**src/hdl/mrbcb_pkg.sv**
```systemverilog
/*
  constants of the modem rate / bandwidth configuration bank:
  register indices, byte addresses, reset values, writable masks, field positions, modulation codes.
  assumes a 32-bit avalon-mm slave port with byte addresses, one register per aligned word.
*/
package mrbcb_pkg;

  // ---------------------------------------------------------------------------
  // register map
  // ---------------------------------------------------------------------------
  localparam int          REG_COUNT    = 5;
  localparam int          BUS_AW       = 8;
  localparam logic [5:0]  IDX_CW_MID   = 6'h0E;
  localparam logic [5:0]  IDX_CW_LOW   = 6'h0F;
  localparam logic [5:0]  IDX_BW_RATE  = 6'h10;
  localparam logic [5:0]  IDX_RATE_MAN = 6'h11;
  localparam logic [5:0]  IDX_MOD_FILT = 6'h12;
  localparam logic [7:0]  ADDR_CW_MID   = {IDX_CW_MID, 2'h0};
  localparam logic [7:0]  ADDR_CW_LOW   = {IDX_CW_LOW, 2'h0};
  localparam logic [7:0]  ADDR_BW_RATE  = {IDX_BW_RATE, 2'h0};
  localparam logic [7:0]  ADDR_RATE_MAN = {IDX_RATE_MAN, 2'h0};
  localparam logic [7:0]  ADDR_MOD_FILT = {IDX_MOD_FILT, 2'h0};

  // slot order inside the bank
  localparam int SLOT_CW_MID   = 0;
  localparam int SLOT_CW_LOW   = 1;
  localparam int SLOT_BW_RATE  = 2;
  localparam int SLOT_RATE_MAN = 3;
  localparam int SLOT_MOD_FILT = 4;

  localparam logic [5:0] SLOT_INDEX [REG_COUNT] = '{IDX_CW_MID, IDX_CW_LOW, IDX_BW_RATE, IDX_RATE_MAN, IDX_MOD_FILT};
  localparam logic [7:0] SLOT_RESET [REG_COUNT] = '{8'hC4, 8'hEC, 8'h8C, 8'h22, 8'h00};
  localparam logic [7:0] SLOT_MASK  [REG_COUNT] = '{8'hFF, 8'hFF, 8'hFF, 8'hFF, 8'hF0};

  // ---------------------------------------------------------------------------
  // field positions
  // ---------------------------------------------------------------------------
  localparam int BW_EXP_LSB   = 6;
  localparam int BW_MANT_LSB  = 4;
  localparam int RATE_EXP_LSB = 0;
  localparam int DC_BYPASS_POS = 7;
  localparam int MOD_SEL_LSB  = 4;
  localparam int CW_HIGH_W    = 6;

  // ---------------------------------------------------------------------------
  // modulation codes
  // ---------------------------------------------------------------------------
  localparam logic [2:0] MOD_FSK  = 3'h0;
  localparam logic [2:0] MOD_GFSK = 3'h1;
  localparam logic [2:0] MOD_ASK  = 3'h3;
  localparam logic [2:0] MOD_MSK  = 3'h7;

  // ---------------------------------------------------------------------------
  // derived-rate arithmetic
  // ---------------------------------------------------------------------------
  localparam logic [2:0] BW_BASE_MANT = 3'h4;
  localparam logic [2:0] BW_PRESHIFT  = 3'h3;
  localparam int         DECIM_W      = 9;
  localparam int         RATE_STEP_W  = 24;

endpackage

```
**src/hdl/mrbcb_reg_if.sv**
```systemverilog
/*
  carrier between the bus decoder and one configuration byte store.
  assumes the decoder drives the write strobe for at most one store at a time.
*/
interface mrbcb_reg_if;
  logic       wr;
  logic [7:0] wdata;
  logic [7:0] q;

  modport bank  (output wr, output wdata, input q);
  modport store (input wr, input wdata, output q);
endinterface

```
**src/hdl/mrbcb_cfg_reg.sv**
```systemverilog
/*
  one 8-bit configuration byte with a reset value and a mask of writable bits.
  assumes synchronous active-high reset; bits outside the mask always read zero.
*/
module mrbcb_cfg_reg #(
  parameter logic [7:0] RESET_VAL = 8'h00,
  parameter logic [7:0] WR_MASK   = 8'hFF
) (
  input  wire logic     clock,
  input  wire logic     sys_rst,
  mrbcb_reg_if.store    port
);

  logic [7:0] value;
  logic [7:0] next_value;

  always_comb
  begin
    next_value = port.wr ? (port.wdata & WR_MASK) : value;
  end

  always_ff @(posedge clock)
  begin
    if (sys_rst)
      value <= RESET_VAL & WR_MASK;
    else
      value <= next_value;
  end

  assign port.q = value;

endmodule

```
**src/hdl/mrbcb_top.sv**
```systemverilog
/*
  modem rate / bandwidth configuration bank: carrier word middle and low bytes,
  channel filter bandwidth, symbol rate, dc blocking control and modulation select,
  with an avalon-mm slave (waitrequest) and registered decoded outputs for the modem.
  the bus answers every access after exactly one wait cycle; a write lands at the edge
  that ends it and the decoded outputs follow one edge later. unmapped reads return zero,
  unmapped writes are dropped with normal timing, reserved bits of the modulation byte read zero.
  assumes the carrier word high byte comes from a neighbouring register on carrier_word_high,
  that only byte lane 0 of the data word carries a register, that the master holds each
  request until it sees waitrequest low, and a synchronous active-high sys_rst.
*/
// What this block does
// - middle carrier byte at 0x0E, reset C4
// - low carrier byte at 0x0F, reset EC
// - bandwidth decimation from exponent and mantissa fields
// - rate exponent bits 3:0, reset 1100
// - dc filter on when bypass bit clear
// - modulation select bits 6:4, FSK/GFSK codes
// - carrier word is 24 bits, high byte below
// - carrier bits 23:22 always read zero
module mrbcb_top
  import mrbcb_pkg::*;
#(
  parameter int ADDR_W = BUS_AW
) (
  input  wire logic                    clock,
  input  wire logic                    sys_rst,
  // register bus
  input  wire logic [ADDR_W-1:0]       avs_address,
  input  wire logic                    avs_read,
  input  wire logic                    avs_write,
  input  wire logic [31:0]             avs_writedata,
  input  wire logic [3:0]              avs_byteenable,
  output logic      [31:0]             avs_readdata,
  output logic                         avs_waitrequest,
  // neighbouring high byte in, decoded configuration out
  input  wire logic [7:0]              carrier_word_high,
  output logic      [23:0]             carrier_word,
  output logic      [1:0]              bandwidth_exponent,
  output logic      [1:0]              bandwidth_mantissa,
  output logic      [3:0]              rate_exponent,
  output logic      [7:0]              rate_mantissa,
  output logic                         dc_block_enable,
  output logic      [2:0]              modulation_select,
  output logic                         mod_is_fsk,
  output logic                         mod_is_gfsk,
  output logic                         mod_is_ask,
  output logic                         mod_is_msk,
  // derived divider settings
  output logic      [DECIM_W-1:0]      decim_ratio,
  output logic      [RATE_STEP_W-1:0]  rate_step
);

  // ---------------------------------------------------------------------------
  // parameter check
  // ---------------------------------------------------------------------------
  if (ADDR_W != BUS_AW)
    $error("mrbcb_top: ADDR_W must equal the register map address width");
  if (REG_COUNT > (1 << (BUS_AW - 2)))
    $error("mrbcb_top: register map larger than the address space");
  if (CW_HIGH_W + 2 != 8)
    $error("mrbcb_top: carrier high part must leave bits 23:22 free");
  if (BW_EXP_LSB != BW_MANT_LSB + 2 || BW_MANT_LSB != RATE_EXP_LSB + 4)
    $error("mrbcb_top: bandwidth and rate fields do not tile their byte");
  if (DC_BYPASS_POS != MOD_SEL_LSB + 3)
    $error("mrbcb_top: dc bypass bit must sit above the modulation field");

  // a reset value must not set bits that software cannot write
  for (genvar c = 0; c < REG_COUNT; c++)
  begin : gen_check
    if ((SLOT_RESET[c] & ~SLOT_MASK[c]) != 8'h00)
      $error("mrbcb_top: reset value sets bits that are not writable");
  end

  // ---------------------------------------------------------------------------
  // bus handshake state
  // ---------------------------------------------------------------------------
  typedef enum logic [0:0] {
    MRBCB_IDLE,
    MRBCB_DONE
  } mrbcb_state_t;

  mrbcb_state_t       state;
  mrbcb_state_t       next_state;
  logic [31:0]        next_readdata;
  logic [5:0]         req_index;
  logic [REG_COUNT-1:0] hit;
  logic [7:0]         reg_q [REG_COUNT];
  logic [7:0]         sel_q;
  logic               req_any;
  logic               wr_take;
  logic [REG_COUNT-1:0] wr_hit;

  assign req_any   = avs_read | avs_write;
  // byte address bits 1:0 are ignored
  assign req_index = avs_address[7:2];
  // request stalls one cycle, then completes
  assign avs_waitrequest = req_any && (state == MRBCB_IDLE);
  assign wr_take   = avs_write && (state == MRBCB_DONE) && avs_byteenable[0];

  // ---------------------------------------------------------------------------
  // address decode
  // ---------------------------------------------------------------------------
  always_comb
  begin
    // an unmapped index matches no slot and reads zero
    sel_q = 8'h00;
    for (int i = 0; i < REG_COUNT; i++)
    begin
      hit[i] = (req_index == SLOT_INDEX[i]);
      if (hit[i])
        sel_q = reg_q[i];
    end
  end

  // ---------------------------------------------------------------------------
  // write strobes
  // ---------------------------------------------------------------------------
  // lane 0 carries the register; a write without it completes but stores nothing
  always_comb
  begin
    for (int i = 0; i < REG_COUNT; i++)
    begin
      wr_hit[i] = wr_take && hit[i];
    end
  end

  // ---------------------------------------------------------------------------
  // bus handshake and read data
  // ---------------------------------------------------------------------------
  always_comb
  begin
    next_state    = state;
    next_readdata = avs_readdata;
    unique case (state)
      MRBCB_IDLE:
      begin
        if (req_any)
        begin
          next_state = MRBCB_DONE;
          // unmapped reads return zero
          next_readdata = avs_read ? {24'h000000, sel_q} : 32'h00000000;
        end
      end
      MRBCB_DONE:
      begin
        // always back to idle: each access takes two cycles
        next_state = MRBCB_IDLE;
      end
    endcase
  end

  always_ff @(posedge clock)
  begin
    if (sys_rst)
    begin
      state        <= MRBCB_IDLE;
      avs_readdata <= 32'h00000000;
    end
    else
    begin
      state        <= next_state;
      avs_readdata <= next_readdata;
    end
  end

  // ---------------------------------------------------------------------------
  // register stores
  // ---------------------------------------------------------------------------
  mrbcb_reg_if reg_bus [REG_COUNT] ();

  for (genvar g = 0; g < REG_COUNT; g++)
  begin : gen_reg
    assign reg_bus[g].wr    = wr_hit[g];
    assign reg_bus[g].wdata = avs_writedata[7:0];
    assign reg_q[g]         = reg_bus[g].q;

    mrbcb_cfg_reg #(
      .RESET_VAL (SLOT_RESET[g]),
      .WR_MASK   (SLOT_MASK[g])
    ) u_reg (
      .clock   (clock),
      .sys_rst (sys_rst),
      .port    (reg_bus[g])
    );
  end

  // ---------------------------------------------------------------------------
  // field extraction
  // ---------------------------------------------------------------------------
  logic [1:0] f_bw_exp;
  logic [1:0] f_bw_mant;
  logic [3:0] f_rate_exp;
  logic [7:0] f_rate_mant;
  logic       f_dc_bypass;
  logic [2:0] f_mod_sel;

  assign f_bw_exp    = reg_q[SLOT_BW_RATE][BW_EXP_LSB +: 2];
  assign f_bw_mant   = reg_q[SLOT_BW_RATE][BW_MANT_LSB +: 2];
  assign f_rate_exp  = reg_q[SLOT_BW_RATE][RATE_EXP_LSB +: 4];
  assign f_rate_mant = reg_q[SLOT_RATE_MAN];
  assign f_dc_bypass = reg_q[SLOT_MOD_FILT][DC_BYPASS_POS];
  assign f_mod_sel   = reg_q[SLOT_MOD_FILT][MOD_SEL_LSB +: 3];

  // ---------------------------------------------------------------------------
  // decoded output stage
  // ---------------------------------------------------------------------------
  logic [23:0] next_carrier_word;
  logic        next_dc_block_enable;
  logic        next_is_fsk;
  logic        next_is_gfsk;
  logic        next_is_ask;
  logic        next_is_msk;
  logic [1:0]  next_bandwidth_exponent;
  logic [1:0]  next_bandwidth_mantissa;
  logic [3:0]  next_rate_exponent;
  logic [7:0]  next_rate_mantissa;
  logic [2:0]  next_modulation_select;

  always_comb
  begin
    next_carrier_word = {2'b00, carrier_word_high[CW_HIGH_W-1:0], reg_q[SLOT_CW_MID], reg_q[SLOT_CW_LOW]};
    next_bandwidth_exponent = f_bw_exp;
    next_bandwidth_mantissa = f_bw_mant;
    next_rate_exponent      = f_rate_exp;
    next_rate_mantissa      = f_rate_mant;
    next_dc_block_enable = ~f_dc_bypass;
    next_modulation_select  = f_mod_sel;
    next_is_fsk  = (f_mod_sel == MOD_FSK);
    next_is_gfsk = (f_mod_sel == MOD_GFSK);
    next_is_ask  = (f_mod_sel == MOD_ASK);
    next_is_msk  = (f_mod_sel == MOD_MSK);
  end

  // one register stage between the stored bytes and the modem
  always_ff @(posedge clock)
  begin
    if (sys_rst)
    begin
      carrier_word       <= 24'h000000;
      bandwidth_exponent <= 2'h0;
      bandwidth_mantissa <= 2'h0;
      rate_exponent      <= 4'h0;
      rate_mantissa      <= 8'h00;
      dc_block_enable    <= 1'b0;
      modulation_select  <= 3'h0;
      mod_is_fsk         <= 1'b0;
      mod_is_gfsk        <= 1'b0;
      mod_is_ask         <= 1'b0;
      mod_is_msk         <= 1'b0;
    end
    else
    begin
      carrier_word       <= next_carrier_word;
      bandwidth_exponent <= next_bandwidth_exponent;
      bandwidth_mantissa <= next_bandwidth_mantissa;
      rate_exponent      <= next_rate_exponent;
      rate_mantissa      <= next_rate_mantissa;
      dc_block_enable    <= next_dc_block_enable;
      modulation_select  <= next_modulation_select;
      mod_is_fsk         <= next_is_fsk;
      mod_is_gfsk        <= next_is_gfsk;
      mod_is_ask         <= next_is_ask;
      mod_is_msk         <= next_is_msk;
    end
  end

  // ---------------------------------------------------------------------------
  // decimation and rate arithmetic
  // ---------------------------------------------------------------------------
  mrbcb_rate_calc #(
    .DECIM_WIDTH (DECIM_W),
    .STEP_WIDTH  (RATE_STEP_W)
  ) u_rate_calc (
    .clock       (clock),
    .sys_rst     (sys_rst),
    .bw_exp      (f_bw_exp),
    .bw_mant     (f_bw_mant),
    .rate_exp    (f_rate_exp),
    .rate_mant   (f_rate_mant),
    .decim_ratio (decim_ratio),
    .rate_step   (rate_step)
  );

endmodule

```
**src/hdl/mrbcb_rate_calc.sv**
```systemverilog
/*
  registered channel-filter decimation ratio and symbol-rate step for the modem.
  assumes the modem scales rate_step by the crystal frequency over 2^28.
*/
module mrbcb_rate_calc
  import mrbcb_pkg::*;
#(
  parameter int DECIM_WIDTH = DECIM_W,
  parameter int STEP_WIDTH  = RATE_STEP_W
) (
  input  wire logic                    clock,
  input  wire logic                    sys_rst,
  input  wire logic [1:0]              bw_exp,
  input  wire logic [1:0]              bw_mant,
  input  wire logic [3:0]              rate_exp,
  input  wire logic [7:0]              rate_mant,
  output logic      [DECIM_WIDTH-1:0]  decim_ratio,
  output logic      [STEP_WIDTH-1:0]   rate_step
);

  if (DECIM_WIDTH < DECIM_W || STEP_WIDTH < RATE_STEP_W)
    $error("mrbcb_rate_calc: output widths too narrow for the largest settings");

  logic [DECIM_WIDTH-1:0] next_decim;
  logic [STEP_WIDTH-1:0]  next_step;

  always_comb
  begin
    next_decim = DECIM_WIDTH'({1'b0, BW_BASE_MANT} + {2'b00, bw_mant}) << (BW_PRESHIFT + {1'b0, bw_exp});
    next_step  = STEP_WIDTH'({1'b1, rate_mant}) << rate_exp;
  end

  always_ff @(posedge clock)
  begin
    if (sys_rst)
    begin
      decim_ratio <= '0;
      rate_step   <= '0;
    end
    else
    begin
      decim_ratio <= next_decim;
      rate_step   <= next_step;
    end
  end

endmodule

```
**config.mk**
```make
export PLATFORM = sky130hd
export DESIGN_NAME = mrbcb_top
export DESIGN_NICKNAME = d
export VERILOG_FILES = /design/src/hdl/mrbcb_pkg.sv /design/src/hdl/mrbcb_reg_if.sv /design/src/hdl/mrbcb_cfg_reg.sv /design/src/hdl/mrbcb_top.sv /design/src/hdl/mrbcb_rate_calc.sv
export SDC_FILE = /design/constraint.sdc
export NUM_CORES = 1
export LEC_CHECK = 0
export ABC_AREA = 1
export BUFFER_PORTS_ARGS = -buffer_cell sky130_fd_sc_hd__buf_2
export CAP_MARGIN = 25
export CORE_MARGIN = 10
export CORE_UTILIZATION = 45
export DETAILED_ROUTE_END_ITERATION = 8
export PLACE_DENSITY = 0.82
export SYNTH_ARGS = -nofsm -noshare
export SYNTH_HDL_FRONTEND = slang
export SYNTH_HIERARCHICAL = 1
export SYNTH_SLANG_ARGS = --single-unit
```
**constraint.sdc**
```tcl
create_clock -name clock -period 1.6 [get_ports clock]
set_input_delay 0.16 -clock clock [delete_from_list [all_inputs] [get_ports clock]]
set_output_delay 0.16 -clock clock [all_outputs]
set_load 0.01 [all_outputs]
```
* Yosys cells after proc, flatten, opt, wreduce, memory -nomap -nowiden
Cells that the tools add are included.
** Operators by class
- Add/subtract/negate cells :: 2
- $mul :: 0
- Div/mod/pow operators :: 0
- Magnitude comparators :: 0
- Eq/ne operators :: 8
- Shifts and indexed selects :: 2
- Multiplexer cells :: 8
- Bitwise logic cells :: 3
- Reduce and logical (&&, ||, !) cells :: 10
** Operators with widths (number)
- two-way mux 8 bit :: 6
- << shifter 9 x 4 -> 24 bit :: 1
- == test 6 x 5 -> 1 bit (second input constant) :: 3
- == test 6 x 4 -> 1 bit (second input constant) :: 2
- << shifter 9 x 3 -> 9 bit :: 1
- logical AND 1 bit :: 8
- adder 3 x 2 -> 4 bit (first input constant) :: 1
- adder 2 x 2 -> 3 bit (first input constant) :: 1
- == test 3 x 1 -> 1 bit (second input constant) :: 1
- == test 3 x 2 -> 1 bit (second input constant) :: 1
- == test 3 bit (second input constant) :: 1
- zero test 3 bit :: 1
- inverter 1 bit :: 2
- case mux 1 bit (2 select lines) :: 1
- AND reduction 2 bit :: 1
- two-way mux 1 bit :: 1
- bitwise OR 1 bit :: 1
** Storage, ports and cells
- Bits in registers :: 150
- Latch bits :: 0
- RAM bits :: 0
- Memory bits (read-only) :: 0
- Output and inout bits :: 114
- Logic and storage cells :: 54
- Memories kept :: 0

* Longest topological paths before layout
- Depth after elaboration :: 7
- Depth in mapped cells :: 12
- Mapped depth without buffers :: 9

* Modules after synthesis
The synthesis kept the hierarchy.
** By module, submodules not included
- mrbcb_top :: times used 1, cells each 311, area an instance 2306.0 um^2, seq. area each 1101.1 um^2
- mrbcb_rate_calc :: times used 1, cells each 186, area an instance 1391.3 um^2, seq. area each 660.6 um^2
- mrbcb_cfg_reg at gen_reg[0].u_reg ... :: times used 2, cells each 45, area an instance 310.3 um^2, seq. area each 160.2 um^2
- mrbcb_cfg_reg at gen_reg[3].u_reg :: times used 1, cells each 47, area an instance 316.6 um^2, seq. area each 160.2 um^2
- mrbcb_cfg_reg at gen_reg[1].u_reg :: times used 1, cells each 41, area an instance 302.8 um^2, seq. area each 160.2 um^2
- mrbcb_cfg_reg at gen_reg[4].u_reg :: times used 1, cells each 31, area an instance 206.4 um^2, seq. area each 80.1 um^2

* Least setup slack after synthesis
No wires, ideal clock.
- Kind :: in2reg
- Start :: in avs_address[6]
- End :: reg gen_reg[0].u_reg.value[3]
- Setup time :: 0.113 ns
- Arrival time :: 1.147 ns
- Data required time :: 1.487 ns
- Slack :: 0.340 ns
- Stages on the path :: 8
- Cells stage by stage :: nor2_2 buf_6 nand2_1 nor2_1 buf_6 nand2_1 nand2_1 nor2_1
** On the way
- Word-level cells in the longest chain between the ends :: 2
** RTL lines
- from (decl) :: line mrbcb_top.sv:29 : input wire logic [ADDR_W-1:0] avs_address,
- == test 6 x 4 -> 1 bit :: line mrbcb_top.sv:110 : hit[i] = (req_index == SLOT_INDEX[i]);
- logical AND 1 bit :: line mrbcb_top.sv:124 : wr_hit[i] = wr_take && hit[i];
- named net reg_bus[0].wr :: line mrbcb_reg_if.sv:6 : logic wr;
- to (signal assigned) :: line mrbcb_cfg_reg.sv:25 : value <= RESET_VAL & WR_MASK;
- to (signal assigned) :: line mrbcb_cfg_reg.sv:27 : value <= next_value;
- to (decl) :: line mrbcb_cfg_reg.sv:14 : logic [7:0] value;
The timed path passes the listed nets, and every way through them passes these cells.
A chain may end at the register's enable or synchronous reset.

* Worst setup path in the final report
- Start :: reg state
- End :: out avs_waitrequest
** On the way
- Word-level cells in the longest chain between the ends :: 2
** RTL lines
- from (decl) :: line mrbcb_top.sv:83 : mrbcb_state_t state;
- from (signal assigned) :: line mrbcb_top.sv:162 : state <= next_state;
- inverter 1 bit
- logical AND 1 bit :: line mrbcb_top.sv:98 : assign avs_waitrequest = req_any && (state == MRBCB_IDLE);
- to (decl) :: line mrbcb_top.sv:35 : output logic avs_waitrequest,
Every way passes these cells.

==> results.md <==
- The run finished with clean final reports.
- In this run the critical register-to-register path is launched from state.
- The average cell area after synthesis is 7.29 um^2.
- Pin placement for this block handled between 150 and 200 I/O pins.
- Clock latency on the worst-skew pair, taken at its later pin, is 0.40 ns.
- The number of instances in the placed design is 955.
- The combined global-route utilization of all metal layers is between 10% and 20%.
- Static timing analysis puts the maximum clock frequency at just over 700 MHz.
- The worst setup path is launched from a register.
- The number of buffers added by the clock tree synthesis step is 17.
- The worst min-delay path class is input port to register.
- The worst ir drop on vdd is about 550 uV.
- The pre-CTS setup slack is 0.266 ns.
- The setup slack on the worst flop-to-flop path is 0.23 ns.
- STA classifies the critical path endpoint as a primary output.
- The number of cells traversed by the worst register-to-register path is 6.
- Subtracting the final worst setup slack from the clock period gives approximately 1.4 ns.
- In the final design database the tool counted around 900 nets.
- The first global-routing pass estimated approximately 22000 um of wire.
- For the final routed database, the setup TNS stands at 0 ns.
- Counting flops and latches in the post-synthesis netlist gives roughly 120.
- The tool flagged a number of max-cap violations equal to 0.
- Sorting the synthesized cells by how often they occur yields sky130_fd_sc_hd__nand2_1, sky130_fd_sc_hd__nor2_1, sky130_fd_sc_hd__dfxtp_1.
- The number of endpoints with negative hold slack in the final report is 0.
- Setup repair after global routing left no endpoint under its margin.
- In this run the number of H-tree levels came out at 4.
- Detailed placement ended at an HPWL of a little under 10000 um.
- Counting buffers and inverters, the worst setup path is 4 cells deep.
- The detailed router placed 4667 vias in this run.
- The number of routed nets with antenna violations is 0.
- The number of buffer and inverter stages on the critical path is 3.
- The overflow left after global routing is 0.
- The most numerous cell on the critical path is sky130_fd_sc_hd__inv_1.
- The floorplan has 38 rows.
- After detailed routing, the number of vias per cell comes to approximately 4.7.
- The number of synthesized flops with an enable pin is 0.
- The number of buffers inserted by port buffering is between 100 and 150.
- Broken down by cell family, the worst path's largest delay share belongs to flip-flops.
- Summing every instance area after synthesis gives roughly 5100 um^2.
- The vertical die dimension is about 130 um.
- The distinct cell type count of the synthesized netlist is 27.
- The region available for standard cell placement spans 11000 um^2.
- After synthesis, the cell types taking the most area are sky130_fd_sc_hd__dfxtp_1, sky130_fd_sc_hd__nand2_1, sky130_fd_sc_hd__nor2_1, sky130_fd_sc_hd__inv_1, sky130_fd_sc_hd__nand3_1.
- The die is 127 um wide.
- Traced cell by cell, the critical path runs through inv_1 -> o21ai_2 -> inv_1 -> buf_2.
- The most instantiated flip-flop cell in the synthesis netlist is sky130_fd_sc_hd__dfxtp_1.
- The maximum count of clock buffers along a single path is 2.
- In the routed design, unresolved DRC markers number 0.
- The biggest area consumer among synthesized cells is sky130_fd_sc_hd__dfxtp_1.
- Among all stages on the critical path, the largest delay is contributed by sky130_fd_sc_hd__dfxtp_1.
- The sequential area share after synthesis is slightly below 50%.
- The share of the clock period used by the worst path after layout is 87.1%.
- The fraction of registers with async set or reset after synthesis is 0%.
- For this design, the sink count on the clock tree is 124.
- The initial DRC count is 416.
- The Yosys step of the flow raised 6 warnings.
- The clock edge transition at the registers on the reported setup and hold paths is 0.06 ns.
- The area enclosed by the die boundary is 16100 um^2.
- The static power due to leakage is 3.33 nW.
- The root buffer cell chosen for the clock tree is sky130_fd_sc_hd__clkbuf_16.
- Once the floorplan was initialized, standard cells occupied roughly 47% of the core.
- The final-report max-slew violation count is 0.
- Setup violations remaining at the end of the flow were counted as 0.
- The final layout contains routed wiring with a total length of 13700 um.
- The cell count after synthesis is approximately 710.
- The number of antenna repair diodes is 0.
- The number of antenna violations at the first check in global routing was 0.
- TritonCTS built the clock tree.
- The largest clock skew in the final design is roughly 0.0056 ns.
- The power per standard cell area is ~1100 nW/um^2.
- Across all setup checks in the final design, the least slack found is between 0.2 and 0.25 ns.
- In the final layout, the share of cells above drive strength 1 is 22.9%.
- Entering global routing, the biggest net connects 25 pins.
- The detail-routed net length per standard cell is between 10 and 15 um.
- The critical path capture point is avs_waitrequest.
- Tracing the worst setup path back leads to its startpoint at state.
- The data required time of the critical path is 1.44 ns.
- Measured against its own limit, the worst slew margin works out to 61.6%.
- The pin slew with the least headroom to its limit is 0.576 ns.
- At the end of routability-driven placement, the weighted congestion stood at a little under 0.9.
- Data on the critical path arrives at its endpoint at roughly 1.2 ns.
- The growth of design area from synthesis to finish is 23.5%.
- The leading cell type by number of instances after synthesis is sky130_fd_sc_hd__nand2_1.
- For this run, the slowest stage of the critical path takes approximately 0.35 ns.
- In this run the critical register-to-register path is captured at gen_reg[0].u_reg/port.q[1].
- Of all nets on the critical path, the largest fanout is 10.
- After synthesis, the largest area contributor takes up between 40 and 50% of total cell area.
- The type of the worst setup path is register to primary output.
- The via count of the first global-routing pass was about 4600.
- The finished layout holds 993 standard cells, fillers aside.
- The total power draw is just over 0.007 W.
- The number of detailed-route iterations in the first pass is 6.
==> registers in the layout, summed over array words and instances, names as in the netlist, 2 cells and up <==
register and cells:
rate_mantissa 8, carrier_word 22, u_rate_calc/rate_step 24, u_rate_calc/decim_ratio 9, avs_readdata 8, modulation_select 3, bandwidth_mantissa 2, rate_exponent 4
gen.u_reg/port.q 36, bandwidth_exponent 2
==> repair_timing <==
action	in CTS	in global routing
hold buffers	6	0
endpoints found under the hold margin	6	0
endpoints found under the setup margin	1	0
buffers inserted	0	0
resized for setup	1	0
==> worst min-delay path by stage <==
stage | slack, ns | end | start | cells after the start
3_5_place_dp | 0.37 | carrier_word[19] | carrier_word_high[3] | 3
4_1_cts | 0.08 | gen_reg[2].u_reg/port.q[2] | avs_writedata[2] | 3
6_report | 0.1 | gen_reg[3].u_reg/port.q[1] | avs_writedata[1] | 3
3_3_place_gp | 0.36 | carrier_word[17] | carrier_word_high[1] | 3
2_1_floorplan | 0.27 | carrier_word[16] | carrier_word_high[0] | 2
5_1_grt | 0.09 | gen_reg[0].u_reg/port.q[7] | avs_writedata[7] | 3
==> layer usage <==
| layer | vias up | wire (um) | global-route usage, % | share of wire [%] |
|---|---|---|---|---|
| li1 | 2362 | - | - | - |
| met1 | 2069 | 5760 | 19.9 | 42 |
| met2 | 215 | 6610 | 28.3 | 48 |
| met3 | 21 | 1050 | 4.46 | 7.7 |
| met4 | 0 | 270 | 7.03 | 2.0 |
| met5 | - | 0 | 0 | 0 |
==> logic make-up (layout without fill, tap and decap cells) <==
family	Yosys count	count (layout)	share of synthesized area, %
fa+ha+maj	1	1	0.243
simple gates	406	406	33.5
other cells	2	30	0.146
compound gates	29	29	3.04
flops	124	124	48.3
buf+inv	144	263	14.8
==> cell usage in the layout (no fill, tap or decap), drive strengths merged, types with 2 or more instances in the layout <==
cell	Yosys	layout
dfxtp	124	124
dlygate4sd3	0	6
a21oi	23	23
conb	2	30
clkinv	0	5
nor3	5	5
nand3	66	66
nand4	9	9
clkbuf	6	20
or2	2	2
clkinvlp	0	4
o21ai	4	4
inv	94	96
nand2	179	179
nor2	143	143
buf	44	131
==> worst min-delay path: cells and delay by family <==
| family | cells | cell delay, ns |
|---|---|---|
| buffers and inverters | 1 | 0.16 |
| AND/OR/NAND/NOR | 2 | 0.14 |
==> where the power goes <==
part / switching [W] / internal [W]
logic: 0.000244 / 0.000112
clock network: 0.00138 / 0.00223
registers: 0.0000108 / 0.00313
total: 0.00164 / 0.00547
==> layout make-up <==
class | instances | area (um^2)
well taps | 140 | 175
flip-flops and latches | 124 | 2480
inverters | 94 | 353
repair buffers | 137 | 763
clock buffers | 20 | 457
fillers | 987 | 4680
clock inverters | 12 | 114
multi-input cells | 466 | 2010
==> metrics by stage <==
| stage | area (um^2) | util (%) | hold slack [ns] |
|---|---|---|---|
| after detailed placement | 5720 | 51.9 | 0.368 |
| after CTS | 6350 | 57.6 | 0.0786 |
| after floorplan | 5250 | - | 0.267 |
| after global routing | 6350 | 57.6 | 0.0894 |
| final | 6350 | 57.6 | 0.0984 |
| after global placement | 5720 | 51.9 | 0.358 |
(Power assumes the default switching activity.)
